**src/hdl/sync_check_pkg.sv**
```systemverilog
/*
  Shared constants, field layouts, state encoding and carrier structs of the
  synchro check control block.
  Assumes a 32-bit classic Wishbone register bus and a 40 MHz system clock.
*/
package sync_check_pkg;

  // register byte offsets
  localparam logic [7:0] CTRL_OFF = 8'h00; // mode and voltage choice
  localparam logic [7:0] AUTO_LIM_OFF = 8'h04; // auto voltage / frequency limits
  localparam logic [7:0] AUTO_TIM_OFF = 8'h08; // auto angle limit / timeout
  localparam logic [7:0] MAN_LIM_OFF = 8'h0c; // manual voltage / frequency limits
  localparam logic [7:0] MAN_TIM_OFF = 8'h10; // manual angle limit / timeout
  localparam logic [7:0] STAT_OFF = 8'h14; // read-only status

  // control register fields
  localparam int MODE_LSB = 0; // 2-bit operating mode
  localparam int VSEL_LSB = 2; // 3-bit voltage choice
  localparam logic [1:0] MODE_OFF = 2'h0; // function disabled
  localparam logic [1:0] MODE_ON = 2'h1; // normal checking
  localparam logic [1:0] MODE_BYPASS = 2'h2; // release regardless of measurements, pass requests
  localparam logic [1:0] MODE_RST = MODE_OFF;
  localparam logic [2:0] VSEL_RST = 3'h0; // first phase-to-neutral voltage
  localparam logic [2:0] VSEL_LAST = 3'h5; // six choices, 0..5
  localparam logic [31:0] LIM_RST = 32'h0000_0000;

  // timing
  localparam int unsigned CLK_HZ = 40_000_000; // 25 ns period
  localparam int unsigned BLOCK_MS = 1000; // hold-off after bus change
  localparam int unsigned MS_CYC = CLK_HZ / 1000; // cycles per millisecond
  localparam int unsigned BLOCK_CYC = BLOCK_MS * MS_CYC;

  // per-path procedure, gray along idle -> check -> close
  typedef enum logic [1:0] {
    ST_IDLE = 2'b00,
    ST_CHECK = 2'b01,
    ST_CLOSE = 2'b11
  } proc_state_e;

  // measured values of one bus section
  typedef struct packed {
    logic [15:0] mag; // voltage magnitude
    logic [15:0] freq; // frequency
    logic [15:0] angle; // signed phase angle relative to line
  } bus_meas_s;

  // line measurements: six voltage magnitudes plus weighted-sum frequency
  typedef struct packed {
    logic [5:0][15:0] mag; // L1N,L2N,L3N,L12,L23,L31
    logic [15:0] freq_wsum; // frequency from all three phases
  } line_meas_s;

  // per-path limits held in registers
  typedef struct packed {
    logic [15:0] f_lim;
    logic [15:0] u_lim;
    logic [15:0] timeout_ms;
    logic [15:0] ang_lim;
  } path_cfg_s;

  // per-path output flags
  typedef struct packed {
    logic release_ok;
    logic in_prog;
    logic cmd;
    logic u_ok;
    logic f_ok;
    logic ang_ok;
  } path_out_s;

endpackage : sync_check_pkg

```
**src/hdl/sync_check_ctrl.sv**
```systemverilog
/*
  Synchro check control: common voltage selection, two evaluation paths
  (automatic, manual), blocking, bus-change hold-off and a Wishbone slave.
  Assumes synchronous inputs on clk and measurement values already
  produced upstream; the close commands go to output contacts only.
*/
// Local design decisions: the address map and the Wishbone register port.
`timescale 1ns/1ps

// Functional notes
// block input disables whole function
// line transformer supervision block disables function
// only selected bus supervision block disables
// disabled mode setting disables function
// bus choice true selects second bus
// setting picks one of six line voltages
// auto request starts automatic checking procedure
// manual request starts independent manual procedure
// auto cancel stops procedure, no command
// manual cancel stops procedure, no command
// auto release output when closing permitted
// manual release output when closing permitted
// per-path in-progress while procedure runs
// separate per-path close command outputs
// combined command is OR of both
// per-path voltage difference ok flag
// per-path frequency difference ok flag
// per-path angle difference ok flag
// frequency from weighted three-phase sum
// one common stage, two evaluation paths
// commands drive contacts, not user logic
// bus change blocks outputs one second
// six voltage choices, default first phase-neutral
// bypass releases and passes requests through
// blocked function clears outputs, abandons procedures
module sync_check_ctrl #(
  parameter int unsigned BLOCK_CYCLES = sync_check_pkg::BLOCK_CYC, // hold-off length
  parameter int unsigned MS_CYCLES = sync_check_pkg::MS_CYC // timeout tick
) (
  input wire logic clk,
  input wire logic rst,
  // wishbone classic slave
  input wire logic cyc_i,
  input wire logic stb_i,
  input wire logic we_i,
  input wire logic [7:0] adr_i,
  input wire logic [3:0] sel_i,
  input wire logic [31:0] dat_i,
  output logic [31:0] dat_o,
  output logic ack_o,
  // measurements
  input wire sync_check_pkg::line_meas_s line_three_phase_phasors,
  input wire sync_check_pkg::bus_meas_s first_bus_phasor,
  input wire sync_check_pkg::bus_meas_s second_bus_phasor,
  // binary inputs
  input wire logic function_block_in,
  input wire logic bus_choice_in,
  input wire logic line_vt_block_in,
  input wire logic bus_one_vt_block_in,
  input wire logic bus_two_vt_block_in,
  input wire logic auto_close_request_in,
  input wire logic auto_cancel_in,
  input wire logic manual_close_request_in,
  input wire logic manual_cancel_in,
  // outputs
  output logic auto_release_out,
  output logic auto_in_progress_out,
  output logic auto_close_cmd_out,
  output logic auto_voltage_ok_out,
  output logic auto_freq_ok_out,
  output logic auto_angle_ok_out,
  output logic manual_release_out,
  output logic manual_in_progress_out,
  output logic manual_close_cmd_out,
  output logic manual_voltage_ok_out,
  output logic manual_freq_ok_out,
  output logic manual_angle_ok_out,
  output logic combined_close_cmd_out
);
  import sync_check_pkg::*;

  // absolute difference of two unsigned values
  function automatic logic [15:0] abs_diff(input logic [15:0] a, input logic [15:0] b);
    abs_diff = (a >= b) ? (a - b) : (b - a);
  endfunction : abs_diff

  // byte-lane merge for wishbone writes
  function automatic logic [31:0] merge(input logic [31:0] old, input logic [31:0] wd, input logic [3:0] sel);
    logic [31:0] res;
    res = old;
    for (int i = 0; i < 4; i++) begin
      if (sel[i]) begin
        res[i*8 +: 8] = wd[i*8 +: 8];
      end
    end
    merge = res;
  endfunction : merge

  logic [1:0] mode_r; // operating mode
  logic [2:0] vsel_r; // line voltage choice
  path_cfg_s cfg_r [2]; // limits, index 0 auto, 1 manual
  logic ack_r; // bus acknowledge
  logic [31:0] rdat_r; // read data
  logic bus_prev_r; // bus choice of the previous cycle
  logic [25:0] hold_cnt_r; // bus-change hold-off counter
  logic [15:0] tick_cnt_r; // millisecond prescaler
  logic ms_tick; // one-cycle pulse each millisecond
  path_out_s out_r [2]; // registered path outputs
  proc_state_e st_r [2]; // path procedure states
  logic [15:0] ms_cnt_r [2]; // per-path elapsed milliseconds
  logic [1:0] cmd_nxt; // next command per path
  logic comb_r; // combined command flop

  // common stage: selected voltages and differences
  logic [15:0] line_mag;
  bus_meas_s bus_sel;
  logic [15:0] u_diff;
  logic [15:0] f_diff;
  logic [15:0] ang_abs;
  logic bus_vt_blk;
  logic disabled;
  logic hold;
  logic [1:0] req;
  logic [1:0] cancel;

  assign line_mag = line_three_phase_phasors.mag[(vsel_r > VSEL_LAST) ? VSEL_RST : vsel_r];
  assign bus_sel = bus_choice_in ? second_bus_phasor : first_bus_phasor;
  assign u_diff = abs_diff(line_mag, bus_sel.mag);
  assign f_diff = abs_diff(line_three_phase_phasors.freq_wsum, bus_sel.freq);
  assign ang_abs = bus_sel.angle[15] ? 16'(-bus_sel.angle) : bus_sel.angle;
  assign bus_vt_blk = bus_choice_in ? bus_two_vt_block_in : bus_one_vt_block_in;
  // any blocking condition turns the whole function off
  assign disabled = function_block_in || line_vt_block_in || bus_vt_blk || (mode_r == MODE_OFF);
  // hold starts in the very cycle the bus choice moves
  assign hold = (hold_cnt_r != 26'h0) || (bus_choice_in != bus_prev_r);
  assign req = {manual_close_request_in, auto_close_request_in};
  assign cancel = {manual_cancel_in, auto_cancel_in};
  assign ms_tick = (tick_cnt_r == 16'(MS_CYCLES - 1));

  // wishbone slave: one wait state, ack drops the cycle after it rises
  always_ff @(posedge clk or posedge rst) begin
    if (rst) begin
      ack_r <= 1'b0;
      rdat_r <= 32'h0000_0000;
    end else begin
      ack_r <= cyc_i && stb_i && !ack_r;
      if (cyc_i && stb_i && !ack_r) begin
        case (adr_i)
          CTRL_OFF: rdat_r <= {27'h0, vsel_r, mode_r};
          AUTO_LIM_OFF: rdat_r <= {cfg_r[0].f_lim, cfg_r[0].u_lim};
          AUTO_TIM_OFF: rdat_r <= {cfg_r[0].timeout_ms, cfg_r[0].ang_lim};
          MAN_LIM_OFF: rdat_r <= {cfg_r[1].f_lim, cfg_r[1].u_lim};
          MAN_TIM_OFF: rdat_r <= {cfg_r[1].timeout_ms, cfg_r[1].ang_lim};
          STAT_OFF: rdat_r <= {22'h0, st_r[1], st_r[0], bus_choice_in, hold, disabled, comb_r, 2'b00};
          default: rdat_r <= 32'h0000_0000; // unmapped reads zero, still acked
        endcase
      end
    end
  end

  // configuration writes take effect at the ack edge
  always_ff @(posedge clk or posedge rst) begin
    if (rst) begin
      mode_r <= MODE_RST;
      vsel_r <= VSEL_RST;
      cfg_r[0] <= LIM_RST + 64'h0;
      cfg_r[1] <= LIM_RST + 64'h0;
    end else if (cyc_i && stb_i && we_i && ack_r) begin
      case (adr_i)
        CTRL_OFF: begin
          if (sel_i[0]) begin
            mode_r <= dat_i[MODE_LSB +: 2];
            vsel_r <= dat_i[VSEL_LSB +: 3];
          end
        end
        AUTO_LIM_OFF: cfg_r[0][63:32] <= merge(cfg_r[0][63:32], dat_i, sel_i);
        AUTO_TIM_OFF: cfg_r[0][31:0] <= merge(cfg_r[0][31:0], dat_i, sel_i);
        MAN_LIM_OFF: cfg_r[1][63:32] <= merge(cfg_r[1][63:32], dat_i, sel_i);
        MAN_TIM_OFF: cfg_r[1][31:0] <= merge(cfg_r[1][31:0], dat_i, sel_i);
        default: ; // read-only or unmapped: ignored
      endcase
    end
  end

  // bus-change hold-off; restarts on every further change
  always_ff @(posedge clk or posedge rst) begin
    if (rst) begin
      bus_prev_r <= 1'b0;
      hold_cnt_r <= 26'h0;
    end else begin
      bus_prev_r <= bus_choice_in;
      if (bus_choice_in != bus_prev_r) begin
        hold_cnt_r <= 26'(BLOCK_CYCLES - 1);
      end else if (hold_cnt_r != 26'h0) begin
        hold_cnt_r <= hold_cnt_r - 26'h1;
      end
    end
  end

  // millisecond prescaler for procedure timeouts
  always_ff @(posedge clk or posedge rst) begin
    if (rst) begin
      tick_cnt_r <= 16'h0;
    end else begin
      tick_cnt_r <= ms_tick ? 16'h0 : tick_cnt_r + 16'h1;
    end
  end

  // two identical evaluation paths sharing the common stage
  for (genvar p = 0; p < 2; p++) begin : g_path
    logic u_ok;
    logic f_ok;
    logic a_ok;
    logic rel;
    proc_state_e st_nxt;

    assign u_ok = (u_diff <= cfg_r[p].u_lim);
    assign f_ok = (f_diff <= cfg_r[p].f_lim);
    assign a_ok = (ang_abs <= cfg_r[p].ang_lim);
    // bypass releases without looking at the measurements
    assign rel = !disabled && !hold && ((mode_r == MODE_BYPASS) || (u_ok && f_ok && a_ok));

    // procedure next state
    always_comb begin
      st_nxt = st_r[p];
      cmd_nxt[p] = 1'b0;
      if (disabled || mode_r == MODE_BYPASS || cancel[p]) begin
        st_nxt = ST_IDLE;
        cmd_nxt[p] = (mode_r == MODE_BYPASS) && !disabled && !hold && !cancel[p] && req[p];
      end else begin
        case (st_r[p])
          ST_IDLE: begin
            if (req[p]) begin
              st_nxt = ST_CHECK;
            end
          end
          ST_CHECK: begin
            if (!req[p]) begin
              st_nxt = ST_IDLE; // request withdrawn
            end else if (rel) begin
              st_nxt = ST_CLOSE;
              cmd_nxt[p] = 1'b1;
            end else if (ms_tick && ms_cnt_r[p] >= cfg_r[p].timeout_ms) begin
              st_nxt = ST_IDLE; // closing declined on timeout
            end
          end
          ST_CLOSE: begin
            // command stands while the request does, cut by a bus hold-off
            cmd_nxt[p] = req[p] && !hold;
            if (!req[p]) begin
              st_nxt = ST_IDLE;
            end
          end
          default: st_nxt = ST_IDLE;
        endcase
      end
    end

    // state, elapsed time and output flags
    always_ff @(posedge clk or posedge rst) begin
      if (rst) begin
        st_r[p] <= ST_IDLE;
        ms_cnt_r[p] <= 16'h0;
        out_r[p] <= '0;
      end else begin
        st_r[p] <= st_nxt;
        if (st_nxt != ST_CHECK) begin
          ms_cnt_r[p] <= 16'h0;
        end else if (ms_tick && ms_cnt_r[p] != 16'hffff) begin
          ms_cnt_r[p] <= ms_cnt_r[p] + 16'h1;
        end
        out_r[p].release_ok <= rel;
        out_r[p].in_prog <= (st_nxt != ST_IDLE);
        out_r[p].cmd <= cmd_nxt[p];
        out_r[p].u_ok <= u_ok && !disabled;
        out_r[p].f_ok <= f_ok && !disabled;
        out_r[p].ang_ok <= a_ok && !disabled;
      end
    end
  end

  // combined command, kept in step with the path commands
  always_ff @(posedge clk or posedge rst) begin
    if (rst) begin
      comb_r <= 1'b0;
    end else begin
      comb_r <= |cmd_nxt;
    end
  end

  assign dat_o = rdat_r;
  assign ack_o = ack_r;
  assign auto_release_out = out_r[0].release_ok;
  assign auto_in_progress_out = out_r[0].in_prog;
  assign auto_close_cmd_out = out_r[0].cmd;
  assign auto_voltage_ok_out = out_r[0].u_ok;
  assign auto_freq_ok_out = out_r[0].f_ok;
  assign auto_angle_ok_out = out_r[0].ang_ok;
  assign manual_release_out = out_r[1].release_ok;
  assign manual_in_progress_out = out_r[1].in_prog;
  assign manual_close_cmd_out = out_r[1].cmd;
  assign manual_voltage_ok_out = out_r[1].u_ok;
  assign manual_freq_ok_out = out_r[1].f_ok;
  assign manual_angle_ok_out = out_r[1].ang_ok;
  assign combined_close_cmd_out = comb_r;

  // checks
  block_off_a: assert property (@(posedge clk) disable iff (rst)
    function_block_in |=> !auto_release_out && !manual_release_out && !combined_close_cmd_out)
    else $error("block input did not clear outputs");

  line_vt_a: assert property (@(posedge clk) disable iff (rst)
    line_vt_block_in |=> !auto_in_progress_out && !manual_in_progress_out && !auto_release_out)
    else $error("line supervision block ignored");

  bus_vt_a: assert property (@(posedge clk) disable iff (rst)
    (bus_choice_in ? bus_two_vt_block_in : bus_one_vt_block_in) |=> !combined_close_cmd_out && !manual_release_out)
    else $error("selected bus supervision block ignored");

  mode_off_a: assert property (@(posedge clk) disable iff (rst)
    (mode_r == MODE_OFF) |=> !auto_release_out && !manual_in_progress_out)
    else $error("disabled mode still active");

  auto_cancel_a: assert property (@(posedge clk) disable iff (rst)
    auto_cancel_in |=> !auto_close_cmd_out && !auto_in_progress_out)
    else $error("auto cancel did not stop procedure");

  man_cancel_a: assert property (@(posedge clk) disable iff (rst)
    manual_cancel_in |=> !manual_close_cmd_out && !manual_in_progress_out)
    else $error("manual cancel did not stop procedure");

  auto_start_a: assert property (@(posedge clk) disable iff (rst)
    $rose(auto_in_progress_out) |-> $past(auto_close_request_in))
    else $error("auto procedure started without request");

  comb_or_a: assert property (@(posedge clk) disable iff (rst)
    combined_close_cmd_out == (auto_close_cmd_out || manual_close_cmd_out))
    else $error("combined command is not the OR of paths");

  bus_hold_a: assert property (@(posedge clk) disable iff (rst)
    $changed(bus_choice_in) |=> (!auto_release_out && !combined_close_cmd_out) [*8])
    else $error("outputs not held off after bus change");

  bypass_rel_a: assert property (@(posedge clk) disable iff (rst)
    (mode_r == MODE_BYPASS && !disabled && !hold) |=> auto_release_out && manual_release_out)
    else $error("bypass did not release");

endmodule : sync_check_ctrl

```
**config.mk**
```make
export PLATFORM = sky130hd
export DESIGN_NAME = sync_check_ctrl
export DESIGN_NICKNAME = d
export VERILOG_FILES = /design/src/hdl/sync_check_pkg.sv /design/src/hdl/sync_check_ctrl.sv
export SDC_FILE = /design/constraint.sdc
export NUM_CORES = 1
export LEC_CHECK = 0
export BUFFER_PORTS_ARGS = -buffer_cell sky130_fd_sc_hd__buf_4
export CORE_MARGIN = 2
export CORE_UTILIZATION = 63
export CTS_BUF_LIST = sky130_fd_sc_hd__clkbuf_8 sky130_fd_sc_hd__clkbuf_16
export DETAILED_ROUTE_END_ITERATION = 10
export PLACE_DENSITY = 0.95
export SLEW_MARGIN = 20
export SYNTH_ARGS = -nofsm -noshare
export SYNTH_HDL_FRONTEND = slang
export SYNTH_SLANG_ARGS = --single-unit
```
**constraint.sdc**
```tcl
create_clock -name clk -period 10.94 [get_ports clk]
set_input_delay 0 -clock clk [delete_from_list [all_inputs] [get_ports clk]]
set_output_delay 0 -clock clk [all_outputs]
set_load 0.01 [all_outputs]
```
=== Yosys cells after proc, flatten, opt, wreduce, memory -nomap -nowiden ===
Cells that the tools add are included.

* Output and inout bits: 46
* Bits of input ports: 266
* Register bits: 258
* Logic and storage cells: 186

* Equal/unequal tests: 16
* $lt $le $gt $ge: 12
* Multiplexer cells: 38
* $add $sub $neg: 9
* Reductions and logical operators: 71

{| class="wikitable"
|+ Operator list
! kind !! number
|-
| case mux 32 bit (6 select lines) || 1
|-
| two-way mux 16 bit || 9
|-
| <= comparator 16 bit || 6
|-
| greater-or-equal comparator 16 bit || 4
|-
| subtractor 16 bit || 4
|-
| two-way mux 26 bit || 2
|-
| AND reduction 3 bit || 17
|-
| adder 16 x 1 -> 16 bit, second input constant || 3
|-
| binary-select mux 16 bit (select 3 bit) || 1
|-
| two-way mux 48 bit || 1
|-
| inequality test 16 bit, second input constant || 2
|-
| logical AND 1 bit || 29
|-
| nonzero test 26 bit || 1
|-
| subtractor 26 x 1 -> 26 bit, second input constant || 1
|-
| two-way mux 2 bit || 12
|-
| == test 16 bit, second input constant || 1
|-
| == test 8 x 4 -> 1 bit, second input constant || 2
|-
| == test 8 x 5 -> 1 bit, second input constant || 2
|-
| negator 16 bit || 1
|-
| case mux 2 bit (3 select lines) || 2
|-
| nonzero test 2 bit || 5
|-
| logical OR 1 bit || 9
|-
| == test 8 x 3 -> 1 bit, second input constant || 1
|-
| zero test 8 bit || 1
|-
| 12 further kinds || 29
|}

=== Logic depth before layout (Yosys ltp) ===
Gate-level depths: netlist of run 1.

* Word-level depth: 17
* Depth in mapped cells: 31
* Mapped depth without buffers: 27

=== Least setup slack after synthesis of run 1 ===
No wires, ideal clock.

* Path type: in2reg
* From: input bus_choice_in
* To: register ms_cnt_r[0] in the netlist's numbering
* Arrival: 6.524 ns
* Data required time: 10.819 ns
* Buffers on the path: 9
* Setup time: 0.121 ns
* Slack: 4.294 ns
* Stages: 27
* Cells stage by stage: clkbuf_1 buf_1 clkbuf_1 buf_2 buf_1 mux2i_1 inv_1 ha_1 buf_2 a21oi_1 and2_1 a2111oi_0 o41a_1 buf_2 buf_1 mux2_2 ha_1 nor2b_1 o21a_1 o21ai_0 a211oi_1 a2111oi_0 o22a_1 a21oi_1 o311ai_4 buf_2 nor2_1

* Word-level cells in the longest chain between the ends: 14
* Elaborated cells between the ends (all ways): 35
* Classes of those cells: add/sub: 5; order compare: 5; eq/ne: 2; mux: 10; reduce/logical: 13

{| class="wikitable"
|+ RTL lines
! item !! line !! RTL
|-
| from (decl) || sync_check_ctrl.sv:57 || <nowiki>input wire logic bus_choice_in,</nowiki>
|-
| two-way mux 48 bit || sync_check_ctrl.sv:127 || <nowiki>assign bus_sel = bus_choice_in ? second_bus_phasor : first_bus_phasor;</nowiki>
|-
| subtractor 16 bit / greater-or-equal comparator 16 bit (equally long branches) || sync_check_ctrl.sv:84 || <nowiki>abs_diff = (a >= b) ? (a - b) : (b - a);</nowiki>
|-
| two-way mux 16 bit || sync_check_ctrl.sv:84 ||
|-
| <= comparator 16 bit, on equally long branches || sync_check_ctrl.sv:217, sync_check_ctrl.sv:218 ||
|-
| logical AND 1 bit (2 in series) || sync_check_ctrl.sv:221 || <nowiki>assign rel = !disabled && !hold && ((mode_r == MODE_BYPASS) || (u_ok && f_ok && a_ok));</nowiki>
|-
| logical OR 1 bit || sync_check_ctrl.sv:221 ||
|-
| logical AND 1 bit || sync_check_ctrl.sv:221 ||
|-
| two-way mux 2 bit || sync_check_ctrl.sv:240 || <nowiki>end else if (rel) begin</nowiki>
|-
| two-way mux 2 bit || sync_check_ctrl.sv:238 || <nowiki>if (!req[p]) begin</nowiki>
|-
| case mux 2 bit (3 select lines) || sync_check_ctrl.sv:231 || <nowiki>case (st_r[p])</nowiki>
|-
| two-way mux 2 bit (*) || sync_check_ctrl.sv:227 || <nowiki>if (disabled || mode_r == MODE_BYPASS || cancel[p]) begin</nowiki>
|-
| inequality test 2 x 1 -> 1 bit (*) || sync_check_ctrl.sv:267 || <nowiki>if (st_nxt != ST_CHECK) begin</nowiki>
|-
| two-way mux 16 bit / nonzero test 2 bit (equally long branches) || - ||
|-
| to (signal, indexed assignment) || sync_check_ctrl.sv:270 || <nowiki>ms_cnt_r[p] <= ms_cnt_r[p] + 16'h1;</nowiki>
|-
| to (decl) || sync_check_ctrl.sv:110 || <nowiki>logic [15:0] ms_cnt_r [2];</nowiki>
|}

Every way passes the cells marked *; elsewhere a longest branch is shown, timed or not.
A chain may end at the register's enable or synchronous reset.

=== Worst setup path after layout of run 1 ===
* From: register vsel_r[2]
* To: register ms_cnt_r[6] in the netlist's numbering

* Word-level cells in the longest chain between the ends: 17
* Elaborated cells between the ends (all ways): 20
* Classes of those cells: add/sub: 2; order compare: 3; eq/ne: 1; mux: 9; reduce/logical: 5

{| class="wikitable"
|+ RTL lines
! item !! line !! RTL
|-
| from (decl) || sync_check_ctrl.sv:100 || <nowiki>logic [2:0] vsel_r;</nowiki>
|-
| from (signal assigned) || sync_check_ctrl.sv:173 || <nowiki>vsel_r <= dat_i[VSEL_LSB +: 3];</nowiki>
|-
| > comparator 3 bit || sync_check_ctrl.sv:126 || <nowiki>assign line_mag = line_three_phase_phasors.mag[(vsel_r > VSEL_LAST) ? VSEL_RST : vsel_r];</nowiki>
|-
| two-way mux 3 bit (*) || sync_check_ctrl.sv:126 ||
|-
| binary-select mux 16 bit (select 3 bit) (*) || sync_check_ctrl.sv:126 ||
|-
| two-way mux 16 bit (*) || sync_check_ctrl.sv:126 ||
|-
| subtractor 16 bit / greater-or-equal comparator 16 bit (equally long branches) || sync_check_ctrl.sv:84 ||
|-
| two-way mux 16 bit (*) || sync_check_ctrl.sv:84 ||
|-
| <= comparator 16 bit (*) || sync_check_ctrl.sv:217 || <nowiki>assign u_ok = (u_diff <= cfg_r[p].u_lim);</nowiki>
|-
| logical AND 1 bit (*) (2 in series) || sync_check_ctrl.sv:221 ||
|-
| logical OR 1 bit (*) || sync_check_ctrl.sv:221 ||
|-
| logical AND 1 bit (*) || sync_check_ctrl.sv:221 ||
|-
| two-way mux 2 bit (*) || sync_check_ctrl.sv:240 ||
|-
| two-way mux 2 bit (*) || sync_check_ctrl.sv:238 ||
|-
| case mux 2 bit (3 select lines) (*) || sync_check_ctrl.sv:231 ||
|-
| two-way mux 2 bit (*) || sync_check_ctrl.sv:227 ||
|-
| inequality test 2 x 1 -> 1 bit (*) || sync_check_ctrl.sv:267 ||
|-
| two-way mux 16 bit / nonzero test 2 bit (equally long branches) || - ||
|}

Every way passes the cells marked *; elsewhere a longest branch is shown, timed or not. The select of a mux whose other input is x is not followed.

==> flow_metrics.env, run 1 <==
export IMPL_grt_pass1_wl_mm=96.1
export IMPL_relSlewSlack_pct=18.9
export IMPL_worst_path_max_fanout=57
export IMPL_cts_made_buffers=26
export IMPL_startpoint_type="register"
export IMPL_power_density_nw_per_um2=113
export IMPL_fillers=1895
export IMPL_cts_sinks=258
export IMPL_synthToLayoutAreaGrowth_pct=20.6
export IMPL_ys_warn_count=0
export IMPL_gr_usage_all_layers_pct=38.2
export IMPL_syn_inst=2133
export IMPL_ys_types=80
export IMPL_syn_avg_cell_area_um2=9.03
export IMPL_grt_max_degree=101
export IMPL_dieArea_um2=32000
export IMPL_grt_pass1_vias=18577
export IMPL_core_area_um2=30300
export IMPL_setup_violations=0
export IMPL_slew_violations=0
export IMPL_multi_input_area_um2=11700
export IMPL_overflow=0
export IMPL_cp_end_kind="register"
export IMPL_status="finished, final reports clean"
export IMPL_synth_nets=2598
export IMPL_finalWeightedCongestion=0.995
export IMPL_clock_latency_ps=550
export IMPL_dp_cells=2775
export IMPL_layout_commonest_cell="buf_4"
export IMPL_ys_dominant_reg_cell="dfrtp_1"
export IMPL_path_class="reg2reg"
export IMPL_total_leakage_power_nw=11.2
export IMPL_cts_tree="built"
export IMPL_min_path_type="in2reg"
export IMPL_drt_iter0_markers=1839
export IMPL_syn_cell_area_um2=19300
export IMPL_regArea_um2=6460
export IMPL_clk_pin_slew_ps=70
export IMPL_worstMarginPinSlew_ps=1210
export IMPL_antenna_found_initial=1
export IMPL_row_count=64
export IMPL_io_pins=312
export IMPL_cap_violations=0
export IMPL_wl_mm=61.9
export IMPL_fp_dieH_um=179
export IMPL_finalHoldViolations=0
export IMPL_rsz0062_at_grt="no"
export IMPL_fin_crit_ps=7560
export IMPL_vias=18410
export IMPL_place_area_um2=21900
export IMPL_mostFrequentLayoutCells="buf_4, dfrtp_1, inv_1"
export IMPL_drive_above_1_share_pct=20.0
export IMPL_critPathArrivalTime_ps=8030
export IMPL_crit_required_ps=11410
export IMPL_firstDrtPassIters=6
export IMPL_ctsHtreeMaxLevel=1
export IMPL_ys_seq_elements=258
export IMPL_cts_max_path_buffers=3
export IMPL_fin_tns_setup_ps=0
export IMPL_power_w=0.00263
export IMPL_async_flop_share_pct=100
export IMPL_drc=0
export IMPL_dieWidth_um=179
export IMPL_synth_seq_area_share_pct=33.5
export IMPL_finalNonFillerCells=2861
export IMPL_initial_core_util_pct=63.5
export IMPL_cts_setup_buffers=0
export IMPL_fmax_ghz=0.132
export IMPL_fin_skew_ps=11.7
export IMPL_vdd_drop_max_uv=132
export IMPL_synth_edf_count=0
export IMPL_cts_root_buf="clkbuf_16"
export IMPL_wl_per_cell_um=21.6
export IMPL_hold_ws_ps=15.5
export IMPL_fin_nets=2912
export IMPL_place_hpwl_mm=44.4
export IMPL_vias_per_cell=6.43
export IMPL_fin_crit_sh_pct=69.1
export IMPL_port_buffers=311
export IMPL_design_area_um2=23200
export IMPL_ant_nets=0
==> report_power, final <==
part	total (W)	internal (W)	switching, W
registers	0.000963	0.000958	0.00000460
logic	0.000698	0.000305	0.000393
clock network	0.000971	0.000575	0.000396
total	0.00263	0.00184	0.000794
==> per-stage QoR <==
step / setup WS [ps] / util (%)
final: 3380 / 76.6
after global routing: 2750 / 76.6
after CTS: 3590 / 76.5
after detailed placement: 3650 / 72.2
after global placement: 3930 / 72.2
after floorplan: 3840 / -
==> Yosys cell counts, drive strengths merged, types with 7 or more instances <==
cell	count	area (µm²)
dfrtp	258	6460
inv	222	833
ha	195	2440
nand2	190	721
o21ai	159	796
nor2	137	514
a21oi	106	531
mux2	89	1000
mux2i	76	761
clkbuf	64	240
xnor2	59	517
a22oi	52	390
nand3	51	255
a21o	48	360
xor2	47	412
a22o	39	342
nor3	36	180
and2	31	194
nand4	26	163
nor2b	24	150
o21a	19	143
buf	16	72.6
and3	14	87.6
a211oi	13	97.6
mux4	13	293
o22ai	13	81.3
nand2b	11	68.8
nor4	10	108
or3	8	50.1
a31oi	7	43.8
and4	7	61.3
==> registers in the layout (all words and copies together) (netlist names), 2 cells and up <==
name / cells
hold_cnt_r: 26
st_r: 4
ms_cnt_r: 32
tick_cnt_r: 16
dat_o: 32
mode_r: 2
cfg_r: 128
vsel_r: 3
==> logic make-up (layout without fill, tap and decap cells) <==
| group | after synthesis | count (layout) | share of synthesized area, % |
|---|---|---|---|
| mux | 178 | 178 | 10.7 |
| flops | 258 | 258 | 33.5 |
| xor+xnor | 106 | 106 | 4.82 |
| buf+inv | 302 | 633 | 5.95 |
| fa+ha+maj | 199 | 199 | 13.1 |
| compound gates | 517 | 517 | 17.4 |
| simple gates | 573 | 573 | 14.5 |
| other cells | 0 | 1 | 0 |
==> final timing paths <==
check | start | to | slack, ps | depth (start not counted)
min | adr_i[3] | dat_o[2]$_DFFE_PP0P_ | 20 | 5
max reg2reg | vsel_r[2]$_DFFE_PP0P_ | ms_cnt_r[6]$_DFFE_PP0P_ | 3380 | 23
min reg2reg | dat_o[3]$_DFFE_PP0P_ | dat_o[3]$_DFFE_PP0P_ | 500 | 2
min in group asynchronous | rst | hold_cnt_r[20]$_DFFE_PP0P_ | 110 | 3
max | vsel_r[2]$_DFFE_PP0P_ | ms_cnt_r[6]$_DFFE_PP0P_ | 3380 | 23
max in group asynchronous | rst | dat_o[10]$_DFFE_PP0P_ | 9310 | 4
==> worst max-delay path: stages, from the launching register on <==
cell and delay (ps):
dfrtp_2 1020, mux4_2 600, nand2_1 70, and2_1 220, inv_1 110, fa_1 450
a21o_1 190, a21oi_1 260, a21oi_1 110, o21ai_0 230, a41o_1 730, mux2_2 440
o22ai_1 240, a22oi_1 120, xnor2_1 180, ha_1 310, nand3_1 110, nor4_1 310
o21ai_0 170, o2111a_1 190, o22a_1 250, a21oi_1 590, o311ai_4 310, nor2_1 240
==> layout make-up <==
| type | instances | share of cell area [%] |
|---|---|---|
| Multi-Input combinational cell | 1573 | 50.3 |
| Timing Repair Buffer | 366 | 12.3 |
| Inverter | 222 | 3.62 |
| Clock buffer | 30 | 3.04 |
| Clock inverter | 15 | 0.872 |
| Antenna cell | 1 | 0.0108 |
| Tap cell | 396 | 2.13 |
| Sequential cell | 258 | 27.8 |
==> per-layer routing <==
layer / routed length (µm) / GRT usage, % / vias up
met2: 30700 / 67.0 / 1217
met3: 5420 / 7.10 / 333
met1: 21400 / 43.0 / 8703
met4: 4390 / 23.1 / 0
met5: 0 / 0 / -
li1: - / - / 8157
==> repair_timing <==
item / CTS / global route
hold endpoints to repair: 240 / 0
gates resized for setup: 0 / 0
hold buffers: 40 / 0
(Power assumes the default switching activity.)
==> run 2: changes to the inputs <==
CORE_UTILIZATION = 53   (was 63)
PLACE_DENSITY = 0.86   (was 0.95)
clock period = 6.15 ns   (was 10.94 ns; I/O delays follow)
==> run 2 against run 1 <==
  * The flow now finishes with violations (hold timing)
  * Critical endpoint is now ms_cnt_r[22]$_DFFE_PP0P_
  * Largest cell class unchanged
  * Via count down 4.0%
  * Flip-flop and latch count unchanged
  * Wire length down 5.6%
  * Worst hold slack worse by 43 ps
  * Total power up 76%
==> flow_metrics.env, run 2 (synthesis results as in run 1) <==
export IMPL_status="complete, but fails checks"
export IMPL_violations="hold timing"
export IMPL_fin_crit_sh_pct=96.0
export IMPL_cts_sinks=258
export IMPL_wl_per_cell_um=19.7
export IMPL_mostFrequentLayoutCells="buf_4, dfrtp_1, inv_1"
export IMPL_grt_pass1_vias=17891
export IMPL_ant_nets=0
export IMPL_min_path_type="in2async"
export IMPL_crit_required_ps=6620
export IMPL_r2r_slack_ps=250
export IMPL_wl_mm=58.4
export IMPL_dieWidth_um=195
export IMPL_p_int_w=0.00324
export IMPL_slowest_stage="or4bb_1"
export IMPL_vias=17675
export IMPL_cts_made_buffers=27
export IMPL_worstMarginPinSlew_ps=1210
export IMPL_largest_register_ffs=128
export IMPL_worst_r2r_path_depth=27
export IMPL_cts_tree="built"
export IMPL_drc=0
export IMPL_dp_cells=2866
export IMPL_cap_violations=0
export IMPL_timing_rr_start="vsel_r[2]$_DFFE_PP0P_"
export IMPL_firstDrtPassIters=6
export IMPL_port_buffers=311
export IMPL_sw_frac_of_total_pct=29.8
export IMPL_path_class="reg2reg"
export IMPL_finalWeightedCongestion=0.952
export IMPL_clkPwrFrac_pct=36.1
export IMPL_initial_core_util_pct=54.0
export IMPL_drt_iter0_markers=1508
export IMPL_place_hpwl_mm=44.9
export IMPL_clock_latency_ps=550
export IMPL_power_density_nw_per_um2=195
export IMPL_largest_register="cfg_r"
export IMPL_grt_pass1_wl_mm=91.7
export IMPL_comb_power_share_pct=26.8
export IMPL_antenna_found_initial=3
export IMPL_vias_per_cell=5.96
export IMPL_fp_dieH_um=195
export IMPL_setup_violations=0
export IMPL_fin_nets=2949
export IMPL_ctsHtreeMaxLevel=1
export IMPL_finalNonFillerCells=2964
export IMPL_synthToLayoutAreaGrowth_pct=22.8
export IMPL_relSlewSlack_pct=17.5
export IMPL_critPathArrivalTime_ps=6370
export IMPL_overflow=0
export IMPL_core_area_um2=35700
export IMPL_final_util_pct=66.3
export IMPL_r2r_end="ms_cnt_r[22]$_DFFE_PP0P_"
export IMPL_fin_crit_ps=5900
export IMPL_cp_end_kind="register"
export IMPL_vdd_drop_max_uv=171
export IMPL_total_leakage_power_nw=11.4
export IMPL_worst_path_max_fanout=15
export IMPL_p_seq_share_pct=37.1
export IMPL_row_count=69
export IMPL_hold_ws_ps=-27.3
export IMPL_fin_skew_ps=16.2
export IMPL_gr_usage_all_layers_pct=30.0
export IMPL_power_w=0.00462
export IMPL_io_pins=312
export IMPL_startpoint_type="register"
export IMPL_dieArea_um2=37900
export IMPL_grt_max_degree=167
export IMPL_p_switching_w=0.00138
export IMPL_layout_commonest_cell="buf_4"
export IMPL_slew_violations=0
export IMPL_clk_pin_slew_ps=60
export IMPL_cts_max_path_buffers=3
export IMPL_cp_slowest_stage_delay_ps=600
export IMPL_fmax_ghz=0.169
export IMPL_finalHoldViolations=12
export IMPL_cts_root_buf="clkbuf_16"
export IMPL_drive_above_1_share_pct=21.7
==> run 2: cell types whose count changed in the layout (fill, tap and decap cells not counted), sizes merged <==
cell	delta
inv	-3
bufinv	-2
clkinv	+2
diode	+2
buf	+33
nand3b	+1
clkbuf	+2
dlygate4sd3	+2
clkinvlp	+1
==> run 2: power by group through the flow <==
| stage | logic (W) | registers (W) | clock network (W) |
|---|---|---|---|
| finish | 0.00124 | 0.00171 | 0.00167 |
| global route | 0.00138 | 0.00171 | 0.00174 |
| CTS | 0.00122 | 0.00171 | 0.00167 |
| detailed placement | 0.00118 | 0.00174 | 0 |
| global placement | 0.00114 | 0.00174 | 0 |
| floorplan | 0.000773 | 0.00174 | 0 |
==> run 2: how the worst max path moves through the flow <==
stage / endpoint / start
4_1_cts: ms_cnt_r[21]$_DFFE_PP0P_ / vsel_r[2]$_DFFE_PP0P_
2_1_floorplan: ms_cnt_r[0]$_DFFE_PP0P_ / bus_choice_in
5_1_grt: ms_cnt_r[22]$_DFFE_PP0P_ / vsel_r[2]$_DFFE_PP0P_
3_5_place_dp: ms_cnt_r[9]$_DFFE_PP0P_ / bus_choice_in
3_3_place_gp: ms_cnt_r[6]$_DFFE_PP0P_ / bus_choice_in
6_report: ms_cnt_r[22]$_DFFE_PP0P_ / vsel_r[2]$_DFFE_PP0P_
==> run 2: stage by stage <==
| stage | hold WS (ps) | worst slack, ps | TNS, ps | area (µm²) |
|---|---|---|---|---|
| 3_3_place_gp | 235 | -4.93 | -56.8 | 22200 |
| 3_5_place_dp | 249 | -63.0 | -760 | 22200 |
| 5_1_grt | 2.09 | -51.1 | -594 | 23700 |
| 6_report | -27.3 | 247 | 0 | 23700 |
| 4_1_cts | 0.781 | 49.0 | 0 | 23500 |
| 2_1_floorplan | 31.4 | 65.3 | 0 | 19300 |
==> run 2: area by class of cell <==
type	count	area, µm²
diodes	3	7.51
clock buffers	32	744
clock inverters	13	139
fillers	2745	12000
inverters	222	837
multi-input cells	1574	11700
flip-flops and latches	258	6460
well taps	461	577
repair buffers	401	3150
==> run 2: worst max-delay path, delay by kind of cell (launching register included) <==
kind | cells | cell delay (ps)
adders and majority gates | 2 | 660
xor gates and xnor gates | 1 | 170
AOI/OAI and AO/OA | 10 | 1520
buffers and inverters | 5 | 800
muxes | 2 | 740
and+or+nand+nor | 7 | 1470
DFF | 1 | 450
==> run 2: routing by layer <==
metal	track usage, %	vias up	share of wire (%)
li1	-	8225	-
met1	34.9	8416	37
met2	53.4	838	50
met3	4.72	196	7.4
met4	15.1	0	5.3
met5	0	-	0
==> run 2: what timing repair did <==
item	in CTS	in global routing
hold buffers	42	0
endpoints found under the setup margin	0	39
resized for setup	0	21
buffers inserted	0	6
endpoints found under the hold margin	187	0
